--- src/pkg/irq_ctrl_defines.svh ---
// constants of the interrupt controller: offsets, fields, reset values, counts
`ifndef IRQ_CTRL_DEFINES_SVH
`define IRQ_CTRL_DEFINES_SVH

// ==================================================================
// data-space register offsets
`define MASK_REG_ADDR      16'h0004
`define FLAG_REG_ADDR      16'h0006

// ==================================================================
// flag and mask bit positions
`define BIT_EXT_ONE        0
`define BIT_EXT_TWO        1
`define BIT_EXT_THREE      2
`define BIT_TIMER          3
`define BIT_SERIAL_RX      4
`define BIT_SERIAL_TX      5
`define BIT_SECOND_RX      6
`define BIT_SECOND_TX      7
`define BIT_EXT_FOUR       8
`define BIT_HOST_PORT      11
`define USED_LINES_MASK    16'h09FF
`define SERIAL_LINES_MASK  16'h00F0

// ==================================================================
// vector numbers (vector slot offset is twice the number)
`define VEC_NUM_RESET      5'h00
`define VEC_NUM_TRAP       5'h11
`define VEC_NUM_NMI        5'h12
`define VEC_PAGE_W         5

// ==================================================================
// reset values
`define MASK_RESET         16'h0000
`define FLAG_RESET         16'h0000
`define VEC_PAGE_RESET     5'h00
`define VEC_ADDR_RESET     16'h0000

// ==================================================================
// pulse qualification, in machine cycles
`define QUAL_HIGH_MIN      3'h2
`define QUAL_LOW_MIN       3'h3
`define QUAL_HIGH_MIN_IDLE 3'h4
`define QUAL_LOW_MIN_IDLE  3'h5
`define QUAL_CNT_MAX       3'h7

`endif

--- src/pkg/irq_ctrl_pkg.sv ---
// types of the interrupt controller
package irq_ctrl_pkg;

  // service sequence states
  typedef enum logic [1:0]
  {
    ST_IDLE   = 2'b00,
    ST_VECTOR = 2'b01,
    ST_ACK    = 2'b10
  } svc_state_t;

  // what started the service sequence
  typedef enum logic [1:0]
  {
    KIND_MASKABLE = 2'b00,
    KIND_SOFT     = 2'b01,
    KIND_NMI      = 2'b10,
    KIND_TRAP     = 2'b11
  } take_kind_t;

endpackage

--- src/cpu_interrupt_controller.sv ---
// interrupt controller of the core: qualify, flag, mask, arbitrate, vector, acknowledge
`timescale 1ns/1ps
`include "irq_ctrl_defines.svh"

module cpu_interrupt_controller
  import irq_ctrl_pkg::*;
(
  // clock and reset
  input  wire logic        core_clk,
  input  wire logic        rst_n,
  // external pins, active low
  input  wire logic        ext_irq_one,
  input  wire logic        ext_irq_two,
  input  wire logic        ext_irq_three,
  input  wire logic        ext_irq_four,
  input  wire logic        nmi_in_n,
  // on-chip peripheral events, one-cycle pulses; serial_port_active is a level held while the port runs
  input  wire logic        timer_irq,
  input  wire logic        serial_rx_irq,
  input  wire logic        serial_tx_irq,
  input  wire logic        second_port_rx_irq,
  input  wire logic        second_port_tx_irq,
  input  wire logic        host_port_irq,
  input  wire logic        serial_port_active,
  // data-space register access
  input  wire logic [15:0] dm_addr,
  input  wire logic        dm_wr,
  input  wire logic        dm_rd,
  input  wire logic [15:0] dm_wdata,
  output logic [15:0]      dm_rdata_r,
  // core state and instructions
  input  wire logic        boundary_ok,
  input  wire logic        deep_idle_state,
  input  wire logic        idle_state,
  input  wire logic        set_disable_instr,
  input  wire logic        clear_disable_instr,
  input  wire logic        enable_return_instr,
  input  wire logic        plain_irq_return_instr,
  input  wire logic        nmi_instr,
  input  wire logic        trap_instr,
  input  wire logic        software_irq_instr,
  input  wire logic [4:0]  software_irq_num,
  input  wire logic        page_ptr_wr,
  input  wire logic [4:0]  page_ptr_wdata,
  // bus hold
  input  wire logic        bus_hold,
  input  wire logic        hold_mode_bit,
  // service outputs
  output logic             global_disable_bit_r,
  output logic [4:0]       vector_page_pointer_r,
  output logic [15:0]      vector_addr_r,
  output logic             vector_load_r,
  output logic             pc_push_r,
  output logic             shadow_save_r,
  output logic             shadow_restore_r,
  output logic             acknowledge_out_n_r,
  output logic [4:0]       ack_addr_r,
  output logic             ack_addr_drive_r,
  output logic             wake_req_r
);

  // ==================================================================
  // pin qualification
  logic [4:0]  pin_vec;
  logic [4:0]  pin_evt;

  assign pin_vec = {nmi_in_n, ext_irq_four, ext_irq_three, ext_irq_two, ext_irq_one};

  genvar g;
  generate
    for (g = 0; g < 5; g = g + 1)
    begin : g_qual
      irq_pulse_qualifier u_qual
      (
        .core_clk        (core_clk),
        .rst_n           (rst_n),
        .pin_in          (pin_vec[g]),
        .deep_idle_state (deep_idle_state),
        .valid_pulse_r   (pin_evt[g])
      );
    end
  endgenerate

  // ==================================================================
  // flag sources, laid out like the mask
  logic [15:0] flag_set;
  logic [15:0] flag_r;
  logic [15:0] mask_r;
  logic [15:0] eligible;
  logic [15:0] grant;
  logic [4:0]  grant_num;
  logic        grant_any;

  always_comb
  begin
    flag_set                 = 16'h0000;
    flag_set[`BIT_EXT_ONE]   = pin_evt[0];
    flag_set[`BIT_EXT_TWO]   = pin_evt[1];
    flag_set[`BIT_EXT_THREE] = pin_evt[2];
    flag_set[`BIT_TIMER]     = timer_irq;
    flag_set[`BIT_SERIAL_RX] = serial_rx_irq;
    flag_set[`BIT_SERIAL_TX] = serial_tx_irq;
    flag_set[`BIT_SECOND_RX] = second_port_rx_irq;
    flag_set[`BIT_SECOND_TX] = second_port_tx_irq;
    flag_set[`BIT_EXT_FOUR]  = pin_evt[3];
    flag_set[`BIT_HOST_PORT] = host_port_irq;
  end

  assign eligible = flag_r & mask_r;

  irq_priority_pick u_pick
  (
    .req     (eligible),
    .grant   (grant),
    .vec_num (grant_num),
    .any     (grant_any)
  );

  // ==================================================================
  // take decision
  svc_state_t  state_r;
  svc_state_t  state_nxt;
  take_kind_t  kind_r;
  logic [4:0]  svc_num_r;
  logic [15:0] svc_bit_r;
  logic        nmi_pend_r;
  logic        take;
  take_kind_t  take_kind;
  logic [4:0]  take_num;
  logic [15:0] take_bit;
  logic [15:0] soft_bit;

  always_comb
  begin
    soft_bit = 16'h0000;
    if (software_irq_num != 5'h00 && software_irq_num <= 5'h10)
      soft_bit[4'(software_irq_num - 5'h01)] = 1'b1;
  end

  always_comb
  begin
    take      = 1'b0;
    take_kind = KIND_MASKABLE;
    take_num  = `VEC_NUM_RESET;
    take_bit  = 16'h0000;
    if (state_r == ST_IDLE && boundary_ok)
    begin
      // trap instruction first, then nonmaskable (instruction or pin), then the software instruction, then lines
      if (trap_instr)
      begin
        take      = 1'b1;
        take_kind = KIND_TRAP;
        take_num  = `VEC_NUM_TRAP;
      end
      else if (nmi_instr || nmi_pend_r)
      begin
        take      = 1'b1;
        take_kind = KIND_NMI;
        take_num  = `VEC_NUM_NMI;
      end
      else if (software_irq_instr)
      begin
        take      = 1'b1;
        take_kind = KIND_SOFT;
        take_num  = software_irq_num;
        take_bit  = soft_bit & `USED_LINES_MASK;
      end
      else if (!global_disable_bit_r && grant_any)
      begin
        take      = 1'b1;
        take_kind = KIND_MASKABLE;
        take_num  = grant_num;
        take_bit  = grant;
      end
    end
  end

  always_comb
  begin
    state_nxt = state_r;
    case (state_r)
      ST_IDLE:   state_nxt = take ? ST_VECTOR : ST_IDLE;
      ST_VECTOR: state_nxt = ST_ACK;
      ST_ACK:    state_nxt = ST_IDLE;
      default:   state_nxt = ST_IDLE;
    endcase
  end

  always_ff @(posedge core_clk or negedge rst_n)
  begin
    if (!rst_n)
    begin
      state_r   <= ST_IDLE;
      kind_r    <= KIND_MASKABLE;
      svc_num_r <= `VEC_NUM_RESET;
      svc_bit_r <= 16'h0000;
    end
    else
    begin
      state_r <= state_nxt;
      if (take)
      begin
        kind_r    <= take_kind;
        svc_num_r <= take_num;
        svc_bit_r <= take_bit;
      end
    end
  end

  // nonmaskable pin event waits for a boundary; repeats merge
  always_ff @(posedge core_clk or negedge rst_n)
  begin
    if (!rst_n)
      nmi_pend_r <= 1'b0;
    else if (pin_evt[4])
      nmi_pend_r <= 1'b1;
    else if (take && take_kind == KIND_NMI)
      nmi_pend_r <= 1'b0;
  end

  // ==================================================================
  // flag and mask registers
  logic        wr_flag;
  logic        wr_mask;
  logic [15:0] take_clr;

  assign wr_flag = dm_wr && (dm_addr == `FLAG_REG_ADDR);
  assign wr_mask = dm_wr && (dm_addr == `MASK_REG_ADDR);
  // serial flags stay while the port runs; the port clears them itself
  assign take_clr = (state_r == ST_ACK) ?
    (svc_bit_r & ~(serial_port_active ? `SERIAL_LINES_MASK : 16'h0000)) : 16'h0000;

  always_ff @(posedge core_clk or negedge rst_n)
  begin
    if (!rst_n)
      flag_r <= `FLAG_RESET;
    else
      // new event wins over any clear in the same cycle
      flag_r <= ((flag_r & ~take_clr & ~(wr_flag ? dm_wdata : 16'h0000)) | flag_set)
                & `USED_LINES_MASK;
  end

  always_ff @(posedge core_clk or negedge rst_n)
  begin
    if (!rst_n)
      mask_r <= `MASK_RESET;
    else if (wr_mask)
      mask_r <= dm_wdata & `USED_LINES_MASK;
  end

  always_ff @(posedge core_clk or negedge rst_n)
  begin
    if (!rst_n)
      dm_rdata_r <= 16'h0000;
    else if (dm_rd && dm_addr == `FLAG_REG_ADDR)
      dm_rdata_r <= flag_r;
    else if (dm_rd && dm_addr == `MASK_REG_ADDR)
      dm_rdata_r <= mask_r;
    else
      dm_rdata_r <= 16'h0000;
  end

  // ==================================================================
  // global disable and vector page
  always_ff @(posedge core_clk or negedge rst_n)
  begin
    if (!rst_n)
      global_disable_bit_r <= 1'b1;
    else if (take || set_disable_instr)
      global_disable_bit_r <= 1'b1;
    else if (clear_disable_instr || enable_return_instr)
      global_disable_bit_r <= 1'b0;
  end

  always_ff @(posedge core_clk or negedge rst_n)
  begin
    if (!rst_n)
      vector_page_pointer_r <= `VEC_PAGE_RESET;
    else if (page_ptr_wr)
      vector_page_pointer_r <= page_ptr_wdata;
  end

  // ==================================================================
  // service sequence outputs
  always_ff @(posedge core_clk or negedge rst_n)
  begin
    if (!rst_n)
    begin
      vector_addr_r       <= `VEC_ADDR_RESET;
      vector_load_r       <= 1'b0;
      pc_push_r           <= 1'b0;
      shadow_save_r       <= 1'b0;
      acknowledge_out_n_r <= 1'b1;
      ack_addr_r          <= 5'h00;
      ack_addr_drive_r    <= 1'b0;
    end
    else
    begin
      vector_load_r       <= state_r == ST_VECTOR;
      pc_push_r           <= state_r == ST_VECTOR;
      // nonmaskable and trap keep the shadows for the interrupted routine
      shadow_save_r       <= state_r == ST_VECTOR &&
                             (kind_r == KIND_MASKABLE || kind_r == KIND_SOFT);
      // page pointer fills the top bits so each page spans 2K words
      if (state_r == ST_VECTOR)
        vector_addr_r <= {vector_page_pointer_r, 5'h00, svc_num_r, 1'b0};
      acknowledge_out_n_r <= !(state_nxt == ST_ACK);
      if (state_nxt == ST_ACK)
      begin
        ack_addr_r       <= svc_num_r;
        ack_addr_drive_r <= !(bus_hold && !hold_mode_bit);
      end
      else
        ack_addr_drive_r <= 1'b0;
    end
  end

  // ==================================================================
  // returns and idle wake
  always_ff @(posedge core_clk or negedge rst_n)
  begin
    if (!rst_n)
    begin
      shadow_restore_r <= 1'b0;
      wake_req_r       <= 1'b0;
    end
    else
    begin
      shadow_restore_r <= enable_return_instr || plain_irq_return_instr;
      // wake only asks the core to run; flags are left alone
      wake_req_r <= idle_state && ((|eligible) || nmi_pend_r);
    end
  end
endmodule // cpu_interrupt_controller

--- src/irq_pulse_qualifier.sv ---
// qualifies one active-low interrupt pin: high then low for minimum cycle counts
`timescale 1ns/1ps
`include "irq_ctrl_defines.svh"

module irq_pulse_qualifier
(
  // clock and reset
  input  wire logic core_clk,
  input  wire logic rst_n,
  // pin and mode
  input  wire logic pin_in,
  input  wire logic deep_idle_state,
  // qualified event
  output logic      valid_pulse_r
);

  logic [2:0] hi_cnt_r;
  logic [2:0] lo_cnt_r;
  logic       armed_r;
  logic       armed_nxt;
  logic [2:0] lo_nxt;
  logic [2:0] hi_min;
  logic [2:0] lo_min;

  assign hi_min = deep_idle_state ? `QUAL_HIGH_MIN_IDLE : `QUAL_HIGH_MIN;
  assign lo_min = deep_idle_state ? `QUAL_LOW_MIN_IDLE : `QUAL_LOW_MIN;
  // the high phase is judged on the first low cycle, then held
  assign armed_nxt = (hi_cnt_r != 3'h0) ? (hi_cnt_r >= hi_min) : armed_r;
  assign lo_nxt = (lo_cnt_r == `QUAL_CNT_MAX) ? lo_cnt_r : lo_cnt_r + 3'h1;

  // ==================================================================
  // phase counters
  always_ff @(posedge core_clk or negedge rst_n)
  begin
    if (!rst_n)
    begin
      hi_cnt_r <= 3'h0;
      lo_cnt_r <= 3'h0;
      armed_r  <= 1'b0;
    end
    else if (pin_in)
    begin
      lo_cnt_r <= 3'h0;
      armed_r  <= 1'b0;
      if (lo_cnt_r != 3'h0)
        hi_cnt_r <= 3'h1;
      else if (hi_cnt_r != `QUAL_CNT_MAX)
        hi_cnt_r <= hi_cnt_r + 3'h1;
    end
    else
    begin
      hi_cnt_r <= 3'h0;
      lo_cnt_r <= lo_nxt;
      armed_r  <= armed_nxt && (lo_nxt != lo_min);
    end
  end

  // ==================================================================
  // one event per qualified low phase, however long it lasts
  always_ff @(posedge core_clk or negedge rst_n)
  begin
    if (!rst_n)
      valid_pulse_r <= 1'b0;
    else
      valid_pulse_r <= !pin_in && armed_nxt && (lo_nxt == lo_min);
  end
endmodule // irq_pulse_qualifier

--- src/irq_priority_pick.sv ---
// fixed-priority pick: lowest set bit wins, reported as vector number
`timescale 1ns/1ps

module irq_priority_pick
(
  // candidates
  input  wire logic [15:0] req,
  // winner
  output logic [15:0]      grant,
  output logic [4:0]       vec_num,
  output logic             any
);

  logic [15:0] seen;

  // seen[i] tells that a stronger line already asks
  assign seen[0]  = 1'b0;
  assign grant[0] = req[0];
  genvar i;
  generate
    for (i = 1; i < 16; i = i + 1)
    begin : g_chain
      assign seen[i]  = seen[i-1] | req[i-1];
      assign grant[i] = req[i] & ~seen[i];
    end
  endgenerate

  assign any = |req;

  always_comb
  begin
    vec_num = 5'h00;
    for (int k = 0; k < 16; k++)
      if (grant[k])
        vec_num = 5'(k + 1);
  end

endmodule // irq_priority_pick

--- config.mk ---
export PLATFORM = sky130hd
export DESIGN_NAME = cpu_interrupt_controller
export DESIGN_NICKNAME = d
export VERILOG_FILES = /design/src/pkg/irq_ctrl_pkg.sv /design/src/cpu_interrupt_controller.sv /design/src/irq_pulse_qualifier.sv /design/src/irq_priority_pick.sv
export VERILOG_INCLUDE_DIRS = /design/src /design/src/pkg
export SDC_FILE = /design/constraint.sdc
export NUM_CORES = 1
export LEC_CHECK = 0
export BUFFER_PORTS_ARGS = -buffer_cell sky130_fd_sc_hd__buf_2
export CORE_ASPECT_RATIO = 0.6
export CORE_MARGIN = 2
export CORE_UTILIZATION = 45
export DETAILED_ROUTE_END_ITERATION = 6
export PLACE_DENSITY_LB_ADDON = 0.12
export SLEW_MARGIN = 20
export SYNTH_ARGS = -nofsm -noshare
export SYNTH_HDL_FRONTEND = slang
export SYNTH_SLANG_ARGS = --single-unit
--- constraint.sdc ---
create_clock -name core_clk -period 4.05 [get_ports core_clk]
set_input_delay 0.81 -clock core_clk [delete_from_list [all_inputs] [get_ports core_clk]]
set_output_delay 0.81 -clock core_clk [all_outputs]
set_load 0.1 [all_outputs]
## Word level (Yosys, flattened, before mapping)

Index checks and enable logic that the tools add are counted.

| word-level totals | value |
|---|---|
| register bits | 125 |

| operators by class | value |
|---|---|
| eq/ne operators | 32 |
| bitwise gates (word level) | 52 |
| magnitude comparators | 8 |
| reductions and logical operators | 58 |
| muxes and demuxes | 87 |
| $add $sub $neg | 11 |

Operators with widths:

| kind | number |
|---|---|
| $mux W12 | 10 |
| $mux W5 | 20 |
| $mux W3 | 27 |
| $and A12 B12 Y12 | 4 |
| $eq A16 B3 Y1 const B | 2 |
| $add A3 B1 Y3 const B | 10 |
| $reduce_bool A3 Y1 | 10 |
| $logic_and A1 B1 Y1 | 27 |
| $mux W1 | 24 |
| $not A12 Y12 | 2 |
| $reduce_or A16 Y1 | 1 |
| $eq A3 B3 Y1 | 5 |
| $eq A3 B3 Y1 const B | 5 |
| $ge A3 B3 Y1 | 5 |
| $ne A3 B1 Y1 const B | 5 |
| $ne A3 B3 Y1 | 5 |
| $ne A3 B3 Y1 const B | 5 |
| $not A1 Y1 | 15 |
| $not A8 Y12 | 1 |
| $or A12 B12 Y12 | 1 |
| $and A1 B1 Y1 | 11 |
| $or A1 B1 Y1 | 11 |
| $logic_not A1 Y1 | 9 |
| $mux W8 | 1 |
| other kinds (15) | 32 |

## Logic depth before layout (Yosys ltp)

Gate-level depths: netlist of the first run.

| logic depth | value |
|---|---|
| word-level depth | 23 |
| mapped depth | 8 |
| mapped depth without buffers | 7 |

## Hierarchy

From an unflattened synthesis of the first run, not the netlist that was laid out.

| unflattened totals | value |
|---|---|
| cells, all modules | 612 |
| area, all modules | 6023.3 um^2 |

Modules (own cells, without submodules):

| module | sequential area each (um^2) | cells each | instances | area an instance (um^2) |
|---|---|---|---|---|
| cpu_interrupt_controller | 1754.2 | 301 | 1 | 3198.1 |
| irq_pulse_qualifier | 200.2 | 52 | 5 | 500.5 |
| irq_priority_pick | 0.0 | 51 | 1 | 322.8 |

## Worst setup path after synthesis of the first run

Ideal clock, no wire load.

| timing path | value |
|---|---|
| path type | in2reg |
| from | input deep_idle_state |
| to | register g_qual[2].u_qual.valid_pulse_r |
| path buffers | 1 |
| required time | 3.977 ns |
| setup slack | 1.732 ns |
| cell stages on the path | 8 |
| data arrival time | 2.245 ns |
| library setup time | 0.073 ns |
| path through | inv_1 > clkbuf_1 > ha_1 > inv_1 > o21ai_0 > a21oi_1 > a211o_1 > nor2b_1 |

| on the way | value |
|---|---|
| cells in the longest elaborated chain, start to end | 5 |
| elaborated cells on any way between the ends | 7 |
| classes of those cells | order compare: 1; eq/ne: 1; mux: 3; reduce/logical: 2 |

Ends and longest elaborated chain:

| what | line | text |
|---|---|---|
| from (decl) | cpu_interrupt_controller.sv:33 | `input wire logic deep_idle_state,` |
| $mux W3 (no line) | n/a |  |
| $ge A3 B3 Y1 | irq_pulse_qualifier.sv:28 | `assign armed_nxt = (hi_cnt_r != 3'h0) ? (hi_cnt_r >= hi_min) : armed_r;` |
| $mux W1 | irq_pulse_qualifier.sv:28 |  |
| $logic_and A1 B1 Y1 | irq_pulse_qualifier.sv:65 | `valid_pulse_r <= !pin_in && armed_nxt && (lo_nxt == lo_min);` |
| $logic_and A1 B1 Y1 * | irq_pulse_qualifier.sv:65 |  |
| to (signal assigned) | irq_pulse_qualifier.sv:65 |  |
| to (decl) | irq_pulse_qualifier.sv:14 | `output logic valid_pulse_r` |

Every way passes the cells marked *; elsewhere a longest branch is shown, timed or not.
A chain may end at the register's enable or synchronous reset.

## Worst setup path in the final report of the first run

| timing path | value |
|---|---|
| from | input software_irq_instr |
| to | register svc_bit_r[11] |

| on the way | value |
|---|---|
| cells in the longest elaborated chain, start to end | 4 |
| elaborated cells on any way between the ends | 8 |
| classes of those cells | mux: 8 |

Ends and longest elaborated chain:

| what | line | text |
|---|---|---|
| from (decl) | cpu_interrupt_controller.sv:41 | `input wire logic software_irq_instr,` |
| $mux W12 or $mux W1 (tied branches) | cpu_interrupt_controller.sv:161 | `else if (software_irq_instr)` |
| $mux W12 or $mux W1 (tied branches) | cpu_interrupt_controller.sv:155 | `else if (nmi_instr \|\| nmi_pend_r)` |
| $mux W12 or $mux W1 (tied branches) | cpu_interrupt_controller.sv:149 | `if (trap_instr)` |
| $mux W12 or $mux W1 (tied branches) | cpu_interrupt_controller.sv:146 | `if (state_r == ST_IDLE && boundary_ok)` |
| to (signal assigned) | cpu_interrupt_controller.sv:205 | `svc_bit_r <= take_bit;` |
| to (decl) | cpu_interrupt_controller.sv:125 | `logic [15:0] svc_bit_r;` |

Parallel ways exist; a longest one is shown, timed or not.

==> results by group, run 1 <==
Final layout
  • Multi-input logic area: 2640 sq um
  • Ant diodes: 0
  • Fill cells: 1080
  • Fraction of layout cells with a size suffix above 1: between 20% and 30%
  • Commonest non-fill, non-tap cell in the layout: dfrtp_1
  • Sequential Area: 2760 sq um
  • Most frequent cells in the layout: 108 x dfrtp_1, 101 x buf_2, 92 x nand2_1, 54 x nor2_1, 35 x ha_1
  • Nets: 765
  • P&R area growth vs syn: 17.3%

Logic synthesis
  • Adder-cell area share of the yosys netlist: 7.75%
  • Average size of a mapped cell: 10.1 sq um
  • Synth cell types: 52
  • EDFF count, synth: 0
  • XOR/XNOR Fraction of Synth Area: 1.55%
  • Post-synthesis register bit count: 110
  • Synth Area in Simple Gates: 17.4%
  • Register area share after synthesis: 48.8%
  • Ys flop type: dfrtp_1
  • Yosys warnings: 0
  • Main area contributors after synthesis: dfrtp_1 48%, ha_1 7.8%, nand2_1 6.1%
  • Syn Std Cell Area: ~5700 sq um
  • Post-synthesis mux area share: 6.71%
  • Area leader, netlist: dfrtp_1
  • Synth Instances: roughly 560
  • Largest family of logic cells by synthesized area: simple AND/OR/NAND/NOR gates
  • Synth Area in Compound Gates: between 10% and 20%
  • Yosys top cell area share: 47.8%
  • Fraction of registers with async set or reset after synthesis: 100%

Worst hold path
  • Hold Path Class: reg -> reg
  • Hold Startpoint: g_qual[4].u_qual.valid_pulse_r
  • Hold Path End: nmi_pend_r
  • Hold Path Cell Cnt: 1

Clock network
  • Root buf cell: clkbuf_16
  • Post_cts resized: 0
  • Clock sink count: 110
  • Clk pin slew, worst setup/hold paths: around 0.07 ns
  • Skew-Pair Late Insertion Delay: 0.35 ns
  • # Post-CTS Setup Buffers: 0
  • Clock Tree Buf Depth: 2
  • CTS tree: yes
  • H-tree Lvls: 3
  • Hold Buf Count CTS: 0
  • TritonCTS buffer count: 9

Setup path
  • Worst r2r src: flag_r[5]
  • CP Launch Type: input port
  • Crit. End Element: flop
  • Crit path arrival time: around 2.6 ns
  • CP startpoint: software_irq_instr
  • R2r worst-path depth: 6
  • Reg2Reg Setup Slack: 1.74 ns
  • RR Endpoint: svc_bit_r[11]
  • WP data required: approximately 4.3 ns
  • CP Class: in -> reg
  • Peak fanout along the critical path: 21

Routing
  • Routed via count: 4359
  • Number of remaining DRC errors: 0
  • Highest Signal Layer: met4
  • DRT Pass-1 Iters: 5
  • Vias per inst: roughly 5.3
  • WL met3: 823 microns
  • Iteration-0 DRC Markers: 300
  • Routed WL per cell: 15.0 microns
  • Detail Route met2 WL: 5480 microns
  • Post-Route M1 WL: 6000 microns
  • Detail Route Antenna Nets: 0
  • Post-Route WL: around 12000 microns

Power and ir drop
  • Leakage: 3.27 nW
  • Worst vdd ir: 0.344 mV
  • Overall power: roughly 0.0035 W
  • Power density over cell area: about 540 nW/um^2

Timing
  • Max-slew headroom: between 30 and 40%
  • Setup Skew: about 0.0082 ns
  • Fmax: 0.423 GHz
  • Finish-stage setup viols: 0
  • RSZ-0062 raised after global routing: no
  • Min cycle time layout: 2.37 ns
  • Post-route clock period utilization: 58.4%
  • Pins Over Slew Limit: 0
  • Worst-Margin Slew: 0.904 ns
  • TNS Setup: 0 ns
  • Final hold viol count: 0

Status
  • Status: finished clean

Global routing
  • Largest net degree at the start of global routing: 69
  • Total Routing Usage GR: ~19%
  • Global route total overflow: 0
  • First-pass GRT wire length: 20800 microns
  • Vias in the first global route: about 4.3k
  • Antenna violations before repair: 0

Die
  • Core area: between 10000 and 15000 sq um
  • Starting Density: 46.5%
  • Number of top-level pins: around 120
  • Die Area: 13500 sq um
  • Die width: 149 microns
  • Core Rows: 31
  • Die height: slightly above 90 microns

Flow run
  • Max cap viols: 0

Place
  • IO Port Bufs: ~100
  • Post-DP HPWL: 9150 microns
  • Placer Congestion: 0.835
==> stage by stage <==
stage	std cells	hold WS [ns]	worst slack (ns)	utilization [%]	area, sq um
2_1_floorplan	570	0.404	1.73	-	5690
3_3_place_gp	813	0.415	1.37	51.6	6270
3_5_place_dp	813	0.422	1.33	51.6	6270
4_1_cts	829	0.432	1.69	54.6	6630
5_1_grt	829	0.457	1.53	54.6	6630
6_report	829	0.435	1.68	54.6	6630
==> sequential cells by signal, indices dropped and copies added, names as in the netlist, 5 cells and up <==
register	count
g_qual.u_qual.armed_r	5
mask_r	10
svc_bit_r	10
dm_rdata_r	10
g_qual.u_qual.hi_cnt_r	15
vector_addr_r	10
g_qual.u_qual.lo_cnt_r	15
g_qual.u_qual.valid_pulse_r	5
vector_page_pointer_r	5
flag_r	10
svc_num_r	5
==> critical path: stages <==
cell     delay (ns)
buf_2          0.19
nor4_4         0.43
nand3_1        0.16
o21ai_2        0.36
buf_4          0.33
or2_2          0.20
o21ai_0        0.09
==> worst max path at each step <==
stage	to	slack [ns]	cells after the start
after global routing	svc_bit_r[11]	1.53	7
final	svc_bit_r[11]	1.68	7
after CTS	svc_bit_r[8]	1.69	7
after floorplan	g_qual[2].u_qual.valid_pulse_r	1.73	8
after detailed placement	svc_bit_r[8]	1.33	7
after global placement	svc_bit_r[11]	1.37	7
==> layer usage <==
layer | global-route usage, % | vias up
li1 | - | 2103
met1 | 27.4 | 2106
met2 | 29.9 | 138
met3 | 4.39 | 12
met4 | 4.84 | 0
met5 | 0 | -
==> synth_stat cells (2+ instances only) <==
library cell	number
and3_1	10
nand3_1	7
nand2_1	92
a31o_2	11
buf_2	3
nor4b_1	6
o21ai_0	17
ha_1	35
xnor2_1	5
clkbuf_1	5
nor2_1	54
mux2_2	15
xor2_1	5
o41a_1	4
a211o_1	5
nand2b_1	8
buf_4	18
a32oi_1	2
mux2i_1	21
nor4_1	2
a21boi_0	6
a21oi_1	21
inv_1	30
a32o_1	2
or2_2	3
a22oi_1	9
dfstp_2	2
dfrtp_1	108
a31oi_1	4
nand4_1	2
nor2b_1	15
o31ai_1	9
nor3_1	4
==> where the power goes <==
group	internal [W]	switching, W	total (W)
clock	0.000668	0.000388	0.00106
combinational	0.000236	0.000904	0.00114
sequential	0.00124	0.000114	0.00135
==> cells by family (layout without fill, tap and decap cells) <==
kind of cell | count (synthesis) | in the layout
and+or+nand+nor | 211 | 211
DFF | 110 | 110
AOI/OAI and AO/OA | 98 | 98
buffers and inverters | 58 | 152
muxes | 36 | 36
adders and majority gates | 35 | 35
xor gates and xnor gates | 10 | 10
other | 1 | 12
==> layout make-up <==
type	instances	share of cell area [%]
flip-flops and latches	110	41.6
multi-input cells	402	39.8
repair buffers	106	8.38
clock buffers	12	3.57
well taps	165	3.12
clock inverters	4	1.81
inverters	30	1.70
Power figures use the tool's default switching activity.
==> run 2: changes to the inputs <==
==> constraint.sdc (replaced) <==
create_clock -name core_clk -period 2.2 [get_ports core_clk]
set_input_delay 0.44 -clock core_clk [delete_from_list [all_inputs] [get_ports core_clk]]
set_output_delay 0.44 -clock core_clk [all_outputs]
set_load 0.1 [all_outputs]
==> results by group, run 2 (synthesized netlist as in run 1, its figures left out) <==
Clock network
  • # Post-CTS Setup Buffers: 0 (unchanged)
  • TritonCTS buffer count: 9 (unchanged)
  • CTS tree: yes (unchanged)
  • Root buf cell: clkbuf_16 (unchanged)
  • Clock Tree Buf Depth: 2 (unchanged)
  • Clock sink count: 110 (unchanged)
  • Clk pin slew, worst setup/hold paths: 0.08 ns (was 0.07 ns)
  • Skew-Pair Late Insertion Delay: 0.35 ns (about the same)
  • H-tree Lvls: 3 (unchanged)
  • Post_cts resized: 0 (unchanged)
  • Hold Buf Count CTS: 0 (unchanged)

Final layout
  • Fraction of layout cells with a size suffix above 1: 26.1% (was 23.3%)
  • Final std cells w/o fill: 850 (was 829)
  • Multi-input logic area: 2640 sq um (unchanged)
  • Sequential Area: 2760 sq um (unchanged)
  • Most frequent cells in the layout: 108 x dfrtp_1, 101 x buf_2, 92 x nand2_1, 54 x nor2_1, 35 x ha_1 (unchanged)
  • Largest registers: g_qual.u_qual.hi_cnt_r x15, g_qual.u_qual.lo_cnt_r x15 (unchanged)
  • Fill cells: 1069 (was 1080)
  • Ant diodes: 0 (unchanged)
  • Nets: 786 (was 765)
  • Core Util, Final: 55.7% (was 54.6%)
  • Commonest non-fill, non-tap cell in the layout: dfrtp_1 (unchanged)
  • P&R area growth vs syn: 19.6% (was 17.3%)

Routing
  • DRT Pass-1 Iters: 5 (unchanged)
  • Vias per inst: 5.18 (was 5.26)
  • Post-Route WL: 12900 microns (was 12400 microns)
  • Iteration-0 DRC Markers: 184 (was 300)
  • Routed WL per cell: 15.2 microns (was 15.0 microns)
  • Routed via count: 4403 (was 4359)
  • Detail Route Antenna Nets: 0 (unchanged)
  • Number of remaining DRC errors: 0 (unchanged)

Die
  • Core Rows: 31 (unchanged)
  • Die height: 90.8 microns (unchanged)
  • Starting Density: 46.5% (unchanged)
  • Number of top-level pins: 121 (unchanged)
  • Die Area: 13500 sq um (unchanged)
  • Core area: 12100 sq um (unchanged)
  • Die width: 149 microns (unchanged)

Flow run
  • Max cap viols: 0 (unchanged)

Timing
  • Setup Skew: 0.00978 ns (was 0.00818 ns)
  • Min cycle time layout: 1.92 ns
  • Final hold viol count: 0 (unchanged)
  • TNS Setup: 0 ns (unchanged)
  • Fmax: just over 0.5 GHz
  • Worst-Margin Slew: 0.642 ns (was 0.904 ns)
  • Max-slew headroom: 57.2% (was 39.7%)
  • Post-route clock period utilization: between 80 and 90%
  • Pins Over Slew Limit: 0 (unchanged)
  • Finish-stage setup viols: 0 (unchanged)
  • RSZ-0062 raised after global routing: no (unchanged)
  • Worst setup margin: 0.275 ns (was 1.68 ns)

Setup path
  • Family with the most delay on the worst path: compound AO/OA/AOI/OAI gates (was simple AND/OR/NAND/NOR gates)
  • CP Launch Type: flop (was input port)
  • Peak fanout along the critical path: 8 (was 21)
  • CP Class: reg -> reg (was in -> reg)
  • R2r worst-path depth: 6 (unchanged)
  • Critical path depth: 6 (was 7)
  • CP max stage cell: o21ai_2 (was nor4_4)
  • WP buf/inv: 1 (was 2)
  • Crit path arrival time: 2.17 ns (was 2.58 ns)
  • CP max stage delay: 0.44 ns (was 0.43 ns)
  • CP Cell Sequence: a22oi_1 > nand4_1 > o21ai_2 > buf_4 > nand2_1 > o31ai_1 (was buf_2 > nor4_4 > nand3_1 > o21ai_2 > buf_4 > or2_2 > o21ai_0)
  • Crit. End Element: flop (unchanged)
  • WP data required: 2.44 ns (was 4.27 ns)

Status
  • Status: finished clean (unchanged)

Place
  • Placer Congestion: 0.808 (was 0.835)
  • Post-Place Cells: 834 (was 813)
  • IO Port Bufs: 102 (unchanged)
  • Place WS: 0.234 ns (was 1.33 ns)
  • Post-DP HPWL: 9790 microns (was 9150 microns)

Power and ir drop
  • Overall power: 0.00634 W (was 0.00355 W)
  • Worst vdd ir: 0.620 mV (was 0.344 mV)
  • Leakage: 3.35 nW (was 3.27 nW)
  • Power density over cell area: 938 nW/um^2 (was 536 nW/um^2)

Global routing
  • Vias in the first global route: 4353 (was 4289)
  • Antenna violations before repair: 1 (was 0)
  • Total Routing Usage GR: 20.1% (was 19.3%)
  • First-pass GRT wire length: 21500 microns (was 20800 microns)
  • Largest net degree at the start of global routing: 47 (was 69)
  • Global route total overflow: 0 (unchanged)

Worst hold path
  • Hold Path Class: in -> async (was reg -> reg)
[run 2: stage by stage]
step	instance area (sq um)	hold WS, ns
CTS	6760	0.141
finish	6760	0.113
detailed placement	6450	0.418
global placement	6450	0.417
floorplan	5690	0.144
global route	6760	0.154
[run 2: worst reg2reg max path: stages (launching register included)]
cell,delay (ns)
dfrtp_1,0.42
a22oi_1,0.37
nand4_1,0.24
o21ai_2,0.44
buf_4,0.23
nand2_1,0.06
o31ai_1,0.07
[run 2: per-layer routing]
layer  GRT usage [%]  vias up  part of all wire [%]
met5               0        -                 0.054
met4            4.21        2                   1.0
met2            31.6      105                    46
li1                -     2143                     -
met1            28.6     2138                    48
met3            4.70       15                   5.0
[run 2: cell type report]
class                      instances  share of cell area (%)
sequential                       110                    40.8
multi-input combinational        402                    39.1
timing repair buffer             127                    10.9
clock buffer                       9                    3.33
tap                              165                    3.05
inverter                          30                    1.67
clock inverter                     7                    1.20
[run 2: final timing paths]
kind | slack, ns | from | endpoint
max in group asynchronous | 1.47 | rst_n | g_qual[2].u_qual.hi_cnt_r[0]
setup / recovery | 0.28 | flag_r[6] | svc_bit_r[2]
hold / removal | 0.11 | rst_n | g_qual[2].u_qual.lo_cnt_r[2]
setup reg to reg | 0.28 | flag_r[6] | svc_bit_r[2]
hold reg to reg | 0.43 | kind_r[1] | shadow_save_r
min in group core_clk | 0.27 | bus_hold | ack_addr_drive_r
[run 2: report_power, final]
part	switching, W	total [W]	internal (W)
Clock	0.000775	0.00167	0.000898
Combinational	0.00169	0.00216	0.000476
Sequential	0.000221	0.00250	0.00228
==> run 3: changes to the inputs <==
--- a/config.mk
+++ b/config.mk
@@ -8,7 +8,7 @@
 export LEC_CHECK = 0
 export BUFFER_PORTS_ARGS = -buffer_cell sky130_fd_sc_hd__buf_2
 export CORE_ASPECT_RATIO = 0.6
-export CORE_MARGIN = 2
+export CORE_MARGIN = 8
 export CORE_UTILIZATION = 45
 export DETAILED_ROUTE_END_ITERATION = 6
 export PLACE_DENSITY_LB_ADDON = 0.12
==> results by group, run 3 (synthesized netlist as in run 1, its figures left out) <==
Final layout
  • Most frequent cells in the layout: 108 x dfrtp_1, 101 x buf_2, 92 x nand2_1, 54 x nor2_1, 35 x ha_1 (unchanged)
  • Commonest non-fill, non-tap cell in the layout: dfrtp_1 (unchanged)
  • P&R area growth vs syn: 19.2% (was 19.6%)
  • Fill cells: 1086 (was 1069)
  • Nets: 779 (was 786)
  • Final std cells w/o fill: 843 (was 850)
  • Largest registers: g_qual.u_qual.hi_cnt_r x15, g_qual.u_qual.lo_cnt_r x15 (unchanged)
  • Ant diodes: 0 (unchanged)
  • Fraction of layout cells with a size suffix above 1: 25.4% (was 26.1%)

Flow run
  • Max cap viols: 0 (unchanged)

Clock network
  • # Post-CTS Setup Buffers: 0 (unchanged)
  • TritonCTS buffer count: 9 (unchanged)
  • H-tree Lvls: 3 (unchanged)
  • CTS tree: yes (unchanged)
  • Post_cts resized: 0 (unchanged)
  • Hold Buf Count CTS: 0 (unchanged)
  • Root buf cell: clkbuf_16 (unchanged)
  • Skew-Pair Late Insertion Delay: 0.34 ns (was 0.35 ns)
  • Clock Tree Buf Depth: 2 (unchanged)
  • Clk pin slew, worst setup/hold paths: 0.07 ns (was 0.08 ns)
  • Clock sink count: 110 (unchanged)

Global routing
  • Antenna violations before repair: 1 (unchanged)
  • Largest net degree at the start of global routing: 44 (was 47)
  • Total Routing Usage GR: 16.1% (was 20.1%)
  • Vias in the first global route: 4441 (was 4353)
  • Global route total overflow: 0 (unchanged)
  • First-pass GRT wire length: 21600 microns (was 21500 microns)

Timing
  • Pins Over Slew Limit: 0 (unchanged)
  • Min cycle time layout: 2.08 ns (was 1.92 ns)
  • Hold slack final: 0.102 ns (was 0.113 ns)
  • Max-slew headroom: 59.9% (was 57.2%)
  • Post-route clock period utilization: 94.6% (was 87.5%)
  • Setup Skew: 0.00499 ns (was 0.00978 ns)
  • Final hold viol count: 0 (unchanged)
  • TNS Setup: 0 ns (unchanged)
  • RSZ-0062 raised after global routing: no (unchanged)
  • Worst-Margin Slew: 0.602 ns (was 0.642 ns)
  • Fmax: 0.481 GHz (was 0.519 GHz)
  • Finish-stage setup viols: 0 (unchanged)

Routing
  • Vias per inst: 5.22 (was 5.18)
  • Number of remaining DRC errors: 0 (unchanged)
  • Detail Route Antenna Nets: 0 (unchanged)
  • Post-Route WL: 13200 microns (was 12900 microns)
  • DRT Pass-1 Iters: 4 (was 5)
  • Routed WL per cell: 15.6 microns (was 15.2 microns)
  • Iteration-0 DRC Markers: 232 (was 184)
  • Routed via count: 4398 (was 4403)

Place
  • Placer Congestion: 0.891 (was 0.808)
  • IO Port Bufs: 102 (unchanged)
  • Post-DP HPWL: 10200 microns (was 9790 microns)
  • Post-Place Cells: 827 (was 834)

Setup path
  • Peak fanout along the critical path: 26 (was 8)
  • Crit path arrival time: 2.30 ns (was 2.17 ns)
  • CP Class: reg -> reg (unchanged)
  • CP Launch Type: flop (unchanged)
  • WP data required: 2.42 ns (was 2.44 ns)
  • Crit. End Element: flop (unchanged)

Power and ir drop
  • Worst vdd ir: 0.925 mV (was 0.620 mV)
  • Leakage: 3.33 nW (was 3.35 nW)
  • Power density over cell area: 952 nW/um^2 (was 938 nW/um^2)

Die
  • Die height: 103 microns (was 90.8 microns)
  • Number of top-level pins: 121 (unchanged)
  • Starting Density: 46.5% (unchanged)
  • Core area: 12100 sq um (unchanged)
  • Die Area: 16500 sq um (was 13500 sq um)
  • Die width: 161 microns (was 149 microns)
  • Core Rows: 31 (unchanged)

Status
  • Status: finished clean (unchanged)

Worst hold path
  • Hold Path Class: in -> async (unchanged)
==> run 3: changes by cell type in the layout (fill, tap and decap cells not counted), sizes merged <==
cell	change
buf	-7
bufinv	+1
clkbuf	+2
clkinv	-1
inv	-2
==> run 3: worst paths after layout <==
path | cells past startpoint | slack (ns) | end | from
max in group asynchronous | 2 | 1.46 | g_qual[4].u_qual.hi_cnt_r[1] | rst_n
setup / recovery | 6 | 0.12 | svc_bit_r[7] | flag_r[6]
hold / removal | 1 | 0.10 | g_qual[1].u_qual.lo_cnt_r[0] | rst_n
min in group core_clk | 2 | 0.27 | ack_addr_drive_r | bus_hold
setup reg to reg | 6 | 0.12 | svc_bit_r[7] | flag_r[6]
hold reg to reg | 1 | 0.43 | shadow_save_r | kind_r[1]
==> run 3: final cells by class <==
cell class | count | area [sq um] | area share [%]
Sequential cell | 110 | 2760 | 40.9
Inverter | 30 | 113 | 1.67
Clock inverter | 5 | 81.3 | 1.21
Tap cell | 165 | 206 | 3.07
Multi-Input combinational cell | 402 | 2640 | 39.2
Timing Repair Buffer | 120 | 686 | 10.2
Clock buffer | 11 | 253 | 3.75
==> run 3: routing by layer <==
layer	share of wire, %	up-vias	track usage, %	wire, microns
met4	0.69	2	3.07	91
met5	0.091	-	0	12
met3	6.3	10	4.94	826
met2	45	119	25.6	5900
li1	-	2143	-	-
met1	48	2124	21.6	6340
==> run 3: power breakdown <==
group / leakage (nW) / internal [W] / switching [W] / total (W)
combinational: 1.76 / 0.000465 / 0.00168 / 0.00214
sequential: 1.42 / 0.00228 / 0.000211 / 0.00249
clock: 0.162 / 0.00106 / 0.000712 / 0.00177
==> run 3: critical path, stage by stage (launching register included) <==
cell and delay [ns]:
dfrtp_1 0.42, a22oi_1 0.52, nand4_1 0.28, o21ai_2 0.28, buf_12 0.20, or2_2 0.16
o21ai_0 0.10
==> run 3: metrics by stage <==
stage / area (sq um) / total power (W) / setup WS, ns / util [%]
floorplan: 5690 / 0.00426 / 0.149 / -
global placement: 6400 / 0.00465 / 0.236 / 52.7
detailed placement: 6400 / 0.00469 / 0.197 / 52.7
CTS: 6730 / 0.00648 / 0.211 / 55.5
global route: 6730 / 0.00674 / 0.0286 / 55.5
finish: 6730 / 0.00641 / 0.120 / 55.5
